===== src/shared/sct_cfg.svh =====
// Overview of operation
// - Two identical 16-bit counters, each behind a power-of-two prescaler.
// - Basic counters advance on prescaled clock or on each edge of chosen tick.
// - Basic counters offer one-shot and periodic modes.
// - Third counter is 16-bit, clocked by 24 MHz, 2 MHz or 32 kHz tick, free of engine state.
// - Third counter has four channels, each capture or compare, one-shot or periodic.
// - Channel matches give engine events, ADC triggers and PWM or waveform outputs.
`ifndef SCT_CFG_SVH
`define SCT_CFG_SVH
`define SCT_CNT_W      16
`define SCT_PRE_W      4
`define SCT_NCH        4
`define SCT_CNT_ZERO   16'h0000
`define SCT_CNT_ONE    16'h0001
`define SCT_PRE_ZERO   16'h0000
`define SCT_SRC_24M    2'h0
`define SCT_SRC_2M     2'h1
`define SCT_SRC_32K    2'h2
`endif


===== src/shared/sct_pkg.sv =====
package sct_pkg;
  typedef enum logic {SCT_ONESHOT, SCT_PERIODIC} sct_mode_e;
  typedef enum logic [1:0] {SCT_IDLE, SCT_RUN, SCT_DONE} sct_state_e;
  // Basic counter configuration
  typedef struct packed {
    logic        tick_sel;   // 1: count tick edges, 0: prescaled clock
    logic [3:0]  pre_exp;    // divide by 2**pre_exp
    sct_mode_e   mode;
    logic [15:0] target;
  } sct_basic_cfg_s;
  // Channel configuration of the third counter
  typedef struct packed {
    logic        capture;    // 1: capture on input edge, 0: compare
    sct_mode_e   mode;
    logic        enable;
    logic [15:0] value;
  } sct_ch_cfg_s;
endpackage


===== src/hdl/sct_basic_timer.sv =====
`timescale 1ns/1ps
`include "sct_cfg.svh"
module sct_basic_timer
  import sct_pkg::*;
#(
  parameter int CNT_W = `SCT_CNT_W
)
(
  input  wire logic           sys_clk,
  input  wire logic           rst,
  input  wire sct_pkg::sct_basic_cfg_s cfg,
  input  wire logic           arm,
  input  wire logic           stop,
  input  wire logic           tick_in,
  output logic [CNT_W-1:0]    count_reg,
  output logic                running_reg,
  output logic                event_reg
);
  sct_state_e       state_reg;
  sct_state_e       state_next;
  logic [15:0]      pre_reg;
  logic             tick_d_reg;
  logic [15:0]      pre_mask;
  logic             pre_hit;
  logic             tick_edge;
  logic             adv;
  logic             at_target;

  // =====================================================
  // Count source selection
  assign pre_mask  = 16'((32'h0000_0001 << cfg.pre_exp) - 32'h0000_0001);
  assign pre_hit   = (pre_reg & pre_mask) == pre_mask;
  assign tick_edge = tick_in ^ tick_d_reg;
  assign adv       = (state_reg == SCT_RUN) && (cfg.tick_sel ? tick_edge : pre_hit);
  assign at_target = count_reg == CNT_W'(cfg.target);

  // =====================================================
  // Mode control
  always_comb
  begin
    state_next = state_reg;
    case (state_reg)
      SCT_IDLE, SCT_DONE:
        if (arm) state_next = SCT_RUN;
      SCT_RUN:
        if (stop) state_next = SCT_IDLE;
        else if (adv && at_target && cfg.mode == SCT_ONESHOT)
          state_next = SCT_DONE;
      default:
        state_next = SCT_IDLE;
    endcase
  end

  always_ff @(posedge sys_clk)
  begin
    if (rst)
    begin
      state_reg   <= SCT_IDLE;
      pre_reg     <= `SCT_PRE_ZERO;
      tick_d_reg  <= 1'b0;
      count_reg   <= '0;
      running_reg <= 1'b0;
      event_reg   <= 1'b0;
    end
    else
    begin
      state_reg   <= state_next;
      tick_d_reg  <= tick_in;
      running_reg <= state_next == SCT_RUN;
      event_reg   <= adv && at_target;
      if (state_reg != SCT_RUN || pre_hit)
        pre_reg <= `SCT_PRE_ZERO;
      else
        pre_reg <= pre_reg + `SCT_CNT_ONE;
      if (arm && state_reg != SCT_RUN)
        count_reg <= '0;
      else if (adv)
        count_reg <= at_target ? '0 : count_reg + CNT_W'(1);
    end
  end

  property p_target_event;
    @(posedge sys_clk) disable iff (rst)
    (adv && at_target) |=> event_reg;
  endproperty
  a_target_event: assert property (p_target_event)
    else $error("missing target event");

  property p_oneshot_stop;
    @(posedge sys_clk) disable iff (rst)
    (adv && at_target && cfg.mode == SCT_ONESHOT && !stop) |=> !running_reg;
  endproperty
  a_oneshot_stop: assert property (p_oneshot_stop)
    else $error("one-shot kept running");

  property p_periodic_wrap;
    @(posedge sys_clk) disable iff (rst)
    (adv && at_target && cfg.mode == SCT_PERIODIC && !stop) |=> running_reg && count_reg == '0;
  endproperty
  a_periodic_wrap: assert property (p_periodic_wrap)
    else $error("periodic did not restart");

  property p_prescale;
    @(posedge sys_clk) disable iff (rst)
    (state_reg == SCT_RUN && !cfg.tick_sel && !pre_hit && !arm) |=> $stable(count_reg);
  endproperty
  a_prescale: assert property (p_prescale)
    else $error("count moved off prescale");
  c_periodic: cover property (@(posedge sys_clk) event_reg && running_reg);
endmodule


===== src/hdl/sct_timers.sv =====
`timescale 1ns/1ps
`include "sct_cfg.svh"
module sct_timers
  import sct_pkg::*;
#(
  parameter int CNT_W = `SCT_CNT_W,
  parameter int NCH   = `SCT_NCH
)
(
  input  wire logic                    sys_clk,
  input  wire logic                    rst,
  input  wire sct_pkg::sct_basic_cfg_s t0_cfg,
  input  wire logic                    t0_arm,
  input  wire logic                    t0_stop,
  input  wire logic                    t0_tick,
  input  wire sct_pkg::sct_basic_cfg_s t1_cfg,
  input  wire logic                    t1_arm,
  input  wire logic                    t1_stop,
  input  wire logic                    t1_tick,
  input  wire logic                    t2_run,
  input  wire logic [1:0]              t2_clk_sel,
  input  wire logic                    tick_24m,
  input  wire logic                    tick_2m,
  input  wire logic                    tick_32k,
  input  wire logic [15:0]             t2_period,
  input  wire sct_pkg::sct_ch_cfg_s [NCH-1:0] ch_cfg,
  input  wire logic [NCH-1:0]          ch_arm,
  input  wire logic [NCH-1:0]          ch_cap_in,
  output logic [CNT_W-1:0]             t0_count,
  output logic                         t0_running,
  output logic                         t0_event,
  output logic [CNT_W-1:0]             t1_count,
  output logic                         t1_running,
  output logic                         t1_event,
  output logic [15:0]                  t2_count_reg,
  output logic [NCH-1:0][15:0]         ch_capture_reg,
  output logic [NCH-1:0]               ch_event_reg,
  output logic [NCH-1:0]               adc_trig_reg,
  output logic [NCH-1:0]               pwm_out_reg
);
  logic             t2_tick;
  logic             t2_wrap;
  logic [NCH-1:0]   ch_live_reg;
  logic [NCH-1:0]   cap_d_reg;
  logic [NCH-1:0]   ch_hit;
  logic [NCH-1:0]   cap_edge;

  // =====================================================
  // Basic counters; either engine or CPU drives cfg/arm via a shared port
  sct_basic_timer #(.CNT_W(CNT_W)) u_t0 (
    .sys_clk(sys_clk), .rst(rst), .cfg(t0_cfg), .arm(t0_arm), .stop(t0_stop),
    .tick_in(t0_tick), .count_reg(t0_count), .running_reg(t0_running),
    .event_reg(t0_event));
  sct_basic_timer #(.CNT_W(CNT_W)) u_t1 (
    .sys_clk(sys_clk), .rst(rst), .cfg(t1_cfg), .arm(t1_arm), .stop(t1_stop),
    .tick_in(t1_tick), .count_reg(t1_count), .running_reg(t1_running),
    .event_reg(t1_event));

  // =====================================================
  // Third counter; the three rates arrive as enables since the block has one clock
  assign t2_tick = t2_run && ((t2_clk_sel == `SCT_SRC_24M) ? tick_24m :
                              (t2_clk_sel == `SCT_SRC_2M)  ? tick_2m  :
                              (t2_clk_sel == `SCT_SRC_32K) ? tick_32k : 1'b0);
  assign t2_wrap = t2_tick && t2_count_reg == t2_period;

  always_ff @(posedge sys_clk)
  begin
    if (rst)
      t2_count_reg <= `SCT_CNT_ZERO;
    else if (t2_tick)
      t2_count_reg <= t2_wrap ? `SCT_CNT_ZERO : t2_count_reg + `SCT_CNT_ONE;
  end

  // =====================================================
  // Channels
  genvar i;
  generate
    for (i = 0; i < NCH; i++)
    begin : g_ch
      assign ch_hit[i]   = ch_live_reg[i] && !ch_cfg[i].capture && t2_tick
                           && t2_count_reg == ch_cfg[i].value;
      assign cap_edge[i] = ch_live_reg[i] && ch_cfg[i].capture
                           && ch_cap_in[i] && !cap_d_reg[i];
      always_ff @(posedge sys_clk)
      begin
        if (rst)
        begin
          ch_live_reg[i]    <= 1'b0;
          cap_d_reg[i]      <= 1'b0;
          ch_capture_reg[i] <= `SCT_CNT_ZERO;
          ch_event_reg[i]   <= 1'b0;
          adc_trig_reg[i]   <= 1'b0;
          pwm_out_reg[i]    <= 1'b0;
        end
        else
        begin
          cap_d_reg[i]    <= ch_cap_in[i];
          ch_event_reg[i] <= ch_hit[i] || cap_edge[i];
          adc_trig_reg[i] <= ch_hit[i];
          if (ch_arm[i])
            ch_live_reg[i] <= ch_cfg[i].enable;
          else if ((ch_hit[i] || cap_edge[i]) && ch_cfg[i].mode == SCT_ONESHOT)
            ch_live_reg[i] <= 1'b0;
          if (cap_edge[i])
            ch_capture_reg[i] <= t2_count_reg;
          // PWM: high from period wrap, low at compare match
          if (!ch_cfg[i].enable || ch_cfg[i].capture)
            pwm_out_reg[i] <= 1'b0;
          else if (ch_hit[i])
            pwm_out_reg[i] <= 1'b0;
          else if (t2_wrap)
            pwm_out_reg[i] <= 1'b1;
        end
      end
    end
  endgenerate

  // =====================================================
  // Checks
  property p_t2_count;
    @(posedge sys_clk) disable iff (rst)
    (t2_tick && !t2_wrap) |=> t2_count_reg == $past(t2_count_reg) + `SCT_CNT_ONE;
  endproperty
  a_t2_count: assert property (p_t2_count)
    else $error("third counter failed to advance");

  property p_t2_hold;
    @(posedge sys_clk) disable iff (rst)
    !t2_tick |=> $stable(t2_count_reg);
  endproperty
  a_t2_hold: assert property (p_t2_hold)
    else $error("third counter moved without tick");

  property p_ch_event;
    @(posedge sys_clk) disable iff (rst)
    (ch_hit[0]) |=> ch_event_reg[0] && adc_trig_reg[0] && !pwm_out_reg[0];
  endproperty
  a_ch_event: assert property (p_ch_event)
    else $error("channel 0 match not signalled");

  property p_ch_oneshot;
    @(posedge sys_clk) disable iff (rst)
    (ch_hit[0] && !ch_arm[0] && ch_cfg[0].mode == SCT_ONESHOT) |=> !ch_live_reg[0];
  endproperty
  a_ch_oneshot: assert property (p_ch_oneshot)
    else $error("one-shot channel stayed live");

  property p_capture;
    @(posedge sys_clk) disable iff (rst)
    cap_edge[1] |=> ch_capture_reg[1] == $past(t2_count_reg);
  endproperty
  a_capture: assert property (p_capture)
    else $error("capture value wrong");

  c_wrap: cover property (@(posedge sys_clk) t2_wrap);
  c_cap: cover property (@(posedge sys_clk) cap_edge[0]);
  c_pwm: cover property (@(posedge sys_clk) $rose(pwm_out_reg[0]));
endmodule


===== config.mk =====
export PLATFORM = sky130hd
export DESIGN_NAME = sct_timers
export DESIGN_NICKNAME = d
export VERILOG_FILES = /design/src/shared/sct_pkg.sv /design/src/hdl/sct_basic_timer.sv /design/src/hdl/sct_timers.sv
export VERILOG_INCLUDE_DIRS = /design/src /design/src/shared
export SDC_FILE = /design/constraint.sdc
export NUM_CORES = 1
export LEC_CHECK = 0
export BUFFER_PORTS_ARGS = -buffer_cell sky130_fd_sc_hd__clkbuf_2
export CAP_MARGIN = 25
export CORE_ASPECT_RATIO = 1.75
export CORE_UTILIZATION = 52
export DETAILED_ROUTE_END_ITERATION = 10
export PLACE_DENSITY = 0.9
export SYNTH_ARGS = -nofsm -noshare
export SYNTH_HDL_FRONTEND = slang
export SYNTH_HIERARCHICAL = 1
export SYNTH_SLANG_ARGS = --single-unit
export TNS_END_PERCENT = 30

===== constraint.sdc =====
create_clock -name sys_clk -period 3.86 [get_ports sys_clk]
set_input_delay 0.579 -clock sys_clk [delete_from_list [all_inputs] [get_ports sys_clk]]
set_output_delay 0.579 -clock sys_clk [all_outputs]
set_load 0.05 [all_outputs]

# == Word-level counts from Yosys, hierarchy flattened ==
# Cells that the tools add are included.
# totals
ff_bits,174
latch_bits,0
mem_bits_rw,0
mem_bits_ro,0
input_bits,158
out_inout_bits,128
memories,0
# op_classes
n_addsub,7
n_mul,0
div,0
n_lt_le_gt_ge,0
n_eq_ne,19
shift,2
mux,24
bitwise_logic,10
n_reduce_logical,77
# op_table
cell,n
16-bit == test,9
"16-bit by 1-bit adder with 16-bit output, second input constant",5
16-bit 2-to-1 mux,3
1-bit logical AND,38
16-bit bitwise AND,2
"1-bit by 4-bit left shift with 16-bit output, first input constant",2
"16-bit by 1-bit subtractor with 16-bit output, second input constant",2
1-bit 2-to-1 mux,13
1-bit logical NOT,12
2-bit 2-to-1 mux,6
2-bit OR reduction,6
3-bit OR reduction,4
"2-bit by 1-bit == test with 1-bit output, second input constant",5
1-bit logical OR,10
2-bit one-hot mux with 2 select lines,2
2-bit nonzero test,4
"2-bit == test, second input constant",3
2-bit logical NOT,3
1-bit inverter,6
"2-bit by 1-bit != test with 1-bit output, second input constant",2
1-bit bitwise XOR,2

# == Longest topological paths before layout ==
# logic_depth
word_depth,12
mapped_depth,12

# == Modules after synthesis ==
# The synthesis kept the hierarchy.
# modules_own_cells
mod,instances,cells_per_inst,area_each_um2
sct_timers,1,560,4659.5
sct_basic_timer,2,257,2170.8

# == Worst setup path after synthesis ==
# Ideal clock, no wire load.
# synth_timing
path_type,in2reg
from,input t0_cfg[19] (netlist bit)
to,register u_t0.count_reg[1]
setup_ns,0.070
t_arrival_ns,3.131
t_required_ns,3.790
setup_slack_ns,0.659
stages,12
n_path_buf,3
path_cell_list,buf_2 or2_2 nand3b_1 ha_1 or4b_2 nand4_1 a311o_1 o41a_1 buf_6 clkbuf_1 o21ai_0 a21oi_1
# synth_via
elab_chain_len,6
# synth_rtl
element,line_no,source
from (decl),sct_timers.sv:12,"input wire sct_pkg::sct_basic_cfg_s t0_cfg,"
1-bit by 4-bit left shift with 16-bit output *,sct_basic_timer.sv:31,assign pre_mask = 16'((32'h0000_0001 << cfg.pre_exp) - 32'h0000_0001);
16-bit by 1-bit subtractor with 16-bit output *,sct_basic_timer.sv:31,
16-bit bitwise AND,sct_basic_timer.sv:32,assign pre_hit = (pre_reg & pre_mask) == pre_mask;
16-bit == test *,sct_basic_timer.sv:32,
1-bit 2-to-1 mux *,sct_basic_timer.sv:34,assign adv = (state_reg == SCT_RUN) && (cfg.tick_sel ? tick_edge : pre_hit);
1-bit logical AND *,sct_basic_timer.sv:34,
to (signal assigned),sct_basic_timer.sv:78,count_reg <= at_target ? '0 : count_reg + CNT_W'(1);
to (decl),sct_basic_timer.sv:15,"output logic [CNT_W-1:0] count_reg,"
# Every way passes the cells marked *; elsewhere a longest branch is shown, timed or not.
# A chain may end at the register's enable or synchronous reset.

# == Worst setup path after layout ==
# layout_timing
from,input t1_cfg[18] (netlist bit)
to,register u_t1.count_reg[3]
# layout_via
elab_chain_len,6
# layout_rtl
element,line_no,source
from (decl),sct_timers.sv:16,"input wire sct_pkg::sct_basic_cfg_s t1_cfg,"
1-bit by 4-bit left shift with 16-bit output *,sct_basic_timer.sv:31,
16-bit by 1-bit subtractor with 16-bit output *,sct_basic_timer.sv:31,
16-bit bitwise AND,sct_basic_timer.sv:32,
16-bit == test *,sct_basic_timer.sv:32,
1-bit 2-to-1 mux *,sct_basic_timer.sv:34,
1-bit logical AND *,sct_basic_timer.sv:34,
to (signal assigned),sct_basic_timer.sv:78,
to (decl),sct_basic_timer.sv:15,
# Marks and branches as above.

==> results.yml <==
cells_and_area:
  nNetsFinal: 1495
  nFillCells: 1331
  antenna_cells: 0
  drive_gt1_share_pct: 27.12
  largest_reg_flops: 64
  synthToLayoutAreaGrowth_pct: 23.24
status:
  outcome: "finished, final reports clean"
placement:
  routabilityCongestion: 0.9185
  dp_hpwl_um: 21210
  portBuffers: 285
synthesis:
  syn_inst: 1074
  ys_top_cells_by_area: "dfxtp_1 (38%), xnor2_1 (9.0%), nand2_1 (6.6%)"
  synth_cell_types: 58
  synth-async-reset-ratio_pct: 0
  synth_nets: 1239
  seq_area_frac_synth_pct: 38.25
  synth-edff-count: 0
  ys_ff_latch: 172
  syn_area_sq_um: 9001
  syn_avg_cell_area_sq_um: 8.381
  synth.largest_area_cell: "dfxtp_1"
  synth_ff_type: "dfxtp_1"
  synth.most_common_cell: "dfxtp_1"
  yosys_warnings: 6
  synth_common_cells: "dfxtp_1 (172), nand2_1 (159), a21oi_1 (116)"
  synth_top_area_share_pct: 38.25
power_and_ir_drop:
  ir_worst_vdd_mv: 0.2568
  total_power_uw: 3913
  switching_share_pct: 26.73
  intPower_uw: 2867
  p_leak_uw: 0.004390
  p_sw_uw: 1046
  p_per_area_nw_per_um2: 352.8
  pwr-share-clk_pct: 44.3
  p_seq_share_pct: 46.1
  p_comb_share_pct: 9.6
routing:
  first_pass_iters: 6
  wirelength_um: 29200
  drcViolationCount: 0
  via_per_inst: 5.948
  antenna_left: 0
  drt_iter0_drc: 495
  vias: 9332
  wl_per_cell_um: 18.61
grt:
  grt_pass1_vias: 8972
  grt_max_degree: 64
  grt_overflow: 0
  grt_use_total_pct: 32.61
  antenna_found_initial: 0
  grt_first_pass_wirelength_um: 44640
die:
  io_pins: 286
  rows: 63
  die_h_um: 176.0
  coreArea_sq_um: 16950
  start_util_pct: 53.11
  die-area_sq_um: 17860
  chipWidth_um: 101.5
worst_setup_path:
  worst-endpoint-arrival_ns: 3.45
  cp-end-kind: "flop"
  crit_required_ns: 4.13
  crit_slowest_cell: "o21ai_2"
  cp_cell_sequence: "clkbuf_2 -> or2_2 -> nand3b_1 -> ha_1 -> inv_1 -> o21ai_0 -> a221o_1 -> o41a_1 -> buf_12 -> o21ai_2 -> a21oi_1"
  worstSetupStartpointType: "input port"
  crit_type: "input port to flop"
  path_max_fanout: 29
  slowest_delay_ns: 0.54
timing:
  hold_viol: 0
  tns_ns: 0
  rsz0062_at_grt: "false"
  slew_headroom_pct: 31.89
  setup_viol: 0
  max_freq_mhz: 314.5
  fin_skew_ns: 0.01286
  min_period_ns: 3.179
  finalCritPeriodShare_pct: 82.36
  hold_slack_ns: 0.3861
  slew_viol_final: 0
  worstMarginPinSlew_ns: 1.022
cts:
  cts_sinks: 172
  clk_latency_ns: 0.43
  cts_tree: "built"
  postCtsResizedCells: 0
  clock_path_buffers: 2
  cts_max_level: 4
  cts-root-buf: "clkbuf_16"
  clk_pin_slew_ns: 0.08
  numCtsBuffers: 17
  ctsHoldBuffers: 0
  cts_setup_buffers: 0
hold_path:
  hp-class: "input port to flop"
flow_run:
  max-cap-violations: 0
metrics by stage:
step	cells	setup slack, ns	utilization (%)	instance area, sq um
global placement	1538	0.4571	61.93	10500
global route	1569	0.5328	65.46	11090
floorplan	1074	0.6587	-	9001
CTS	1569	0.7535	65.46	11090
detailed placement	1538	0.3200	61.93	10500
finish	1569	0.6808	65.46	11090
cells by family (layout without fill, tap and decap cells):
| family | Yosys count | count (layout) | synth area share [%] |
|---|---|---|---|
| mux | 1 | 1 | 0.1112 |
| fa+ha+maj | 7 | 7 | 0.9730 |
| flops | 172 | 172 | 38.25 |
| xor+xnor | 156 | 156 | 15.26 |
| compound gates | 191 | 191 | 13.29 |
| simple gates | 453 | 453 | 26.70 |
| buf+inv | 94 | 362 | 5.407 |
layer usage:
layer	GRT usage [%]	up-vias	part of all wire [%]
met1	31.19	4313	33
met4	26.63	0	7.8
met5	0	-	0
met3	8.274	153	9.2
met2	57.57	571	50
li1	-	4295	-
placed cells by master (no fill, tap or decap), types with 7 or more instances in the layout:
| master | netlist | routed |
|---|---|---|
| or4_1 | 26 | 26 |
| nand2_1 | 159 | 159 |
| xnor2_1 | 92 | 92 |
| and3_1 | 16 | 16 |
| dfxtp_1 | 172 | 172 |
| inv_1 | 24 | 24 |
| nand3_1 | 39 | 39 |
| nand3b_1 | 9 | 9 |
| o31ai_1 | 26 | 26 |
| nor2_1 | 72 | 72 |
| clkbuf_16 | 0 | 17 |
| nand4b_1 | 10 | 10 |
| buf_4 | 3 | 22 |
| ha_1 | 7 | 7 |
| a21oi_1 | 116 | 116 |
| nand4_1 | 38 | 38 |
| xor2_1 | 63 | 63 |
| and4_1 | 7 | 7 |
| nor4_1 | 12 | 12 |
| o21ai_0 | 8 | 8 |
| nor2b_1 | 8 | 8 |
| clkbuf_2 | 0 | 284 |
| nor3_1 | 12 | 12 |
power groups by stage:
stage | logic [uW] | registers [uW] | clock network (uW)
floorplan | 215 | 1860 | 0
global route | 403 | 1800 | 1830
global placement | 360 | 1840 | 0
detailed placement | 369 | 1840 | 0
CTS | 371 | 1800 | 1750
finish | 377 | 1800 | 1730
critical path: cells and delay by family:
family	cells	cell delay (ns)
adders and majority gates	1	0.25
buffers and inverters	3	0.52
and+or+nand+nor	2	0.53
AOI/OAI and AO/OA	5	1.58
final timing paths:
check	slack, ns	start	cells after the start	endpoint
max reg2reg	1.27	u_t1/pre_reg[6]$_SDFF_PP0_	7	u_t1/count_reg[3]$_SDFFE_PP0P_
min	0.39	ch_cfg[35]	2	pwm_out_reg[1]$_SDFFE_PP0P_
min reg2reg	0.46	ch_capture_reg[2]$_SDFFE_PP0P_	2	ch_capture_reg[2]$_SDFFE_PP0P_
max	0.68	t1_cfg[18]	11	u_t1/count_reg[3]$_SDFFE_PP0P_
final cells by class:
class / count / area [sq um] / area share [%]
timing repair buffer: 307 / 1607 / 14.48
multi-input combinational: 808 / 5071 / 45.71
clock inverter: 14 / 172.7 / 1.557
sequential: 172 / 3443 / 31.04
tap: 227 / 284.0 / 2.560
inverter: 24 / 90.09 / 0.8121
clock buffer: 17 / 425.4 / 3.835
No activity file was read; power rests on OpenSTA's default activity.
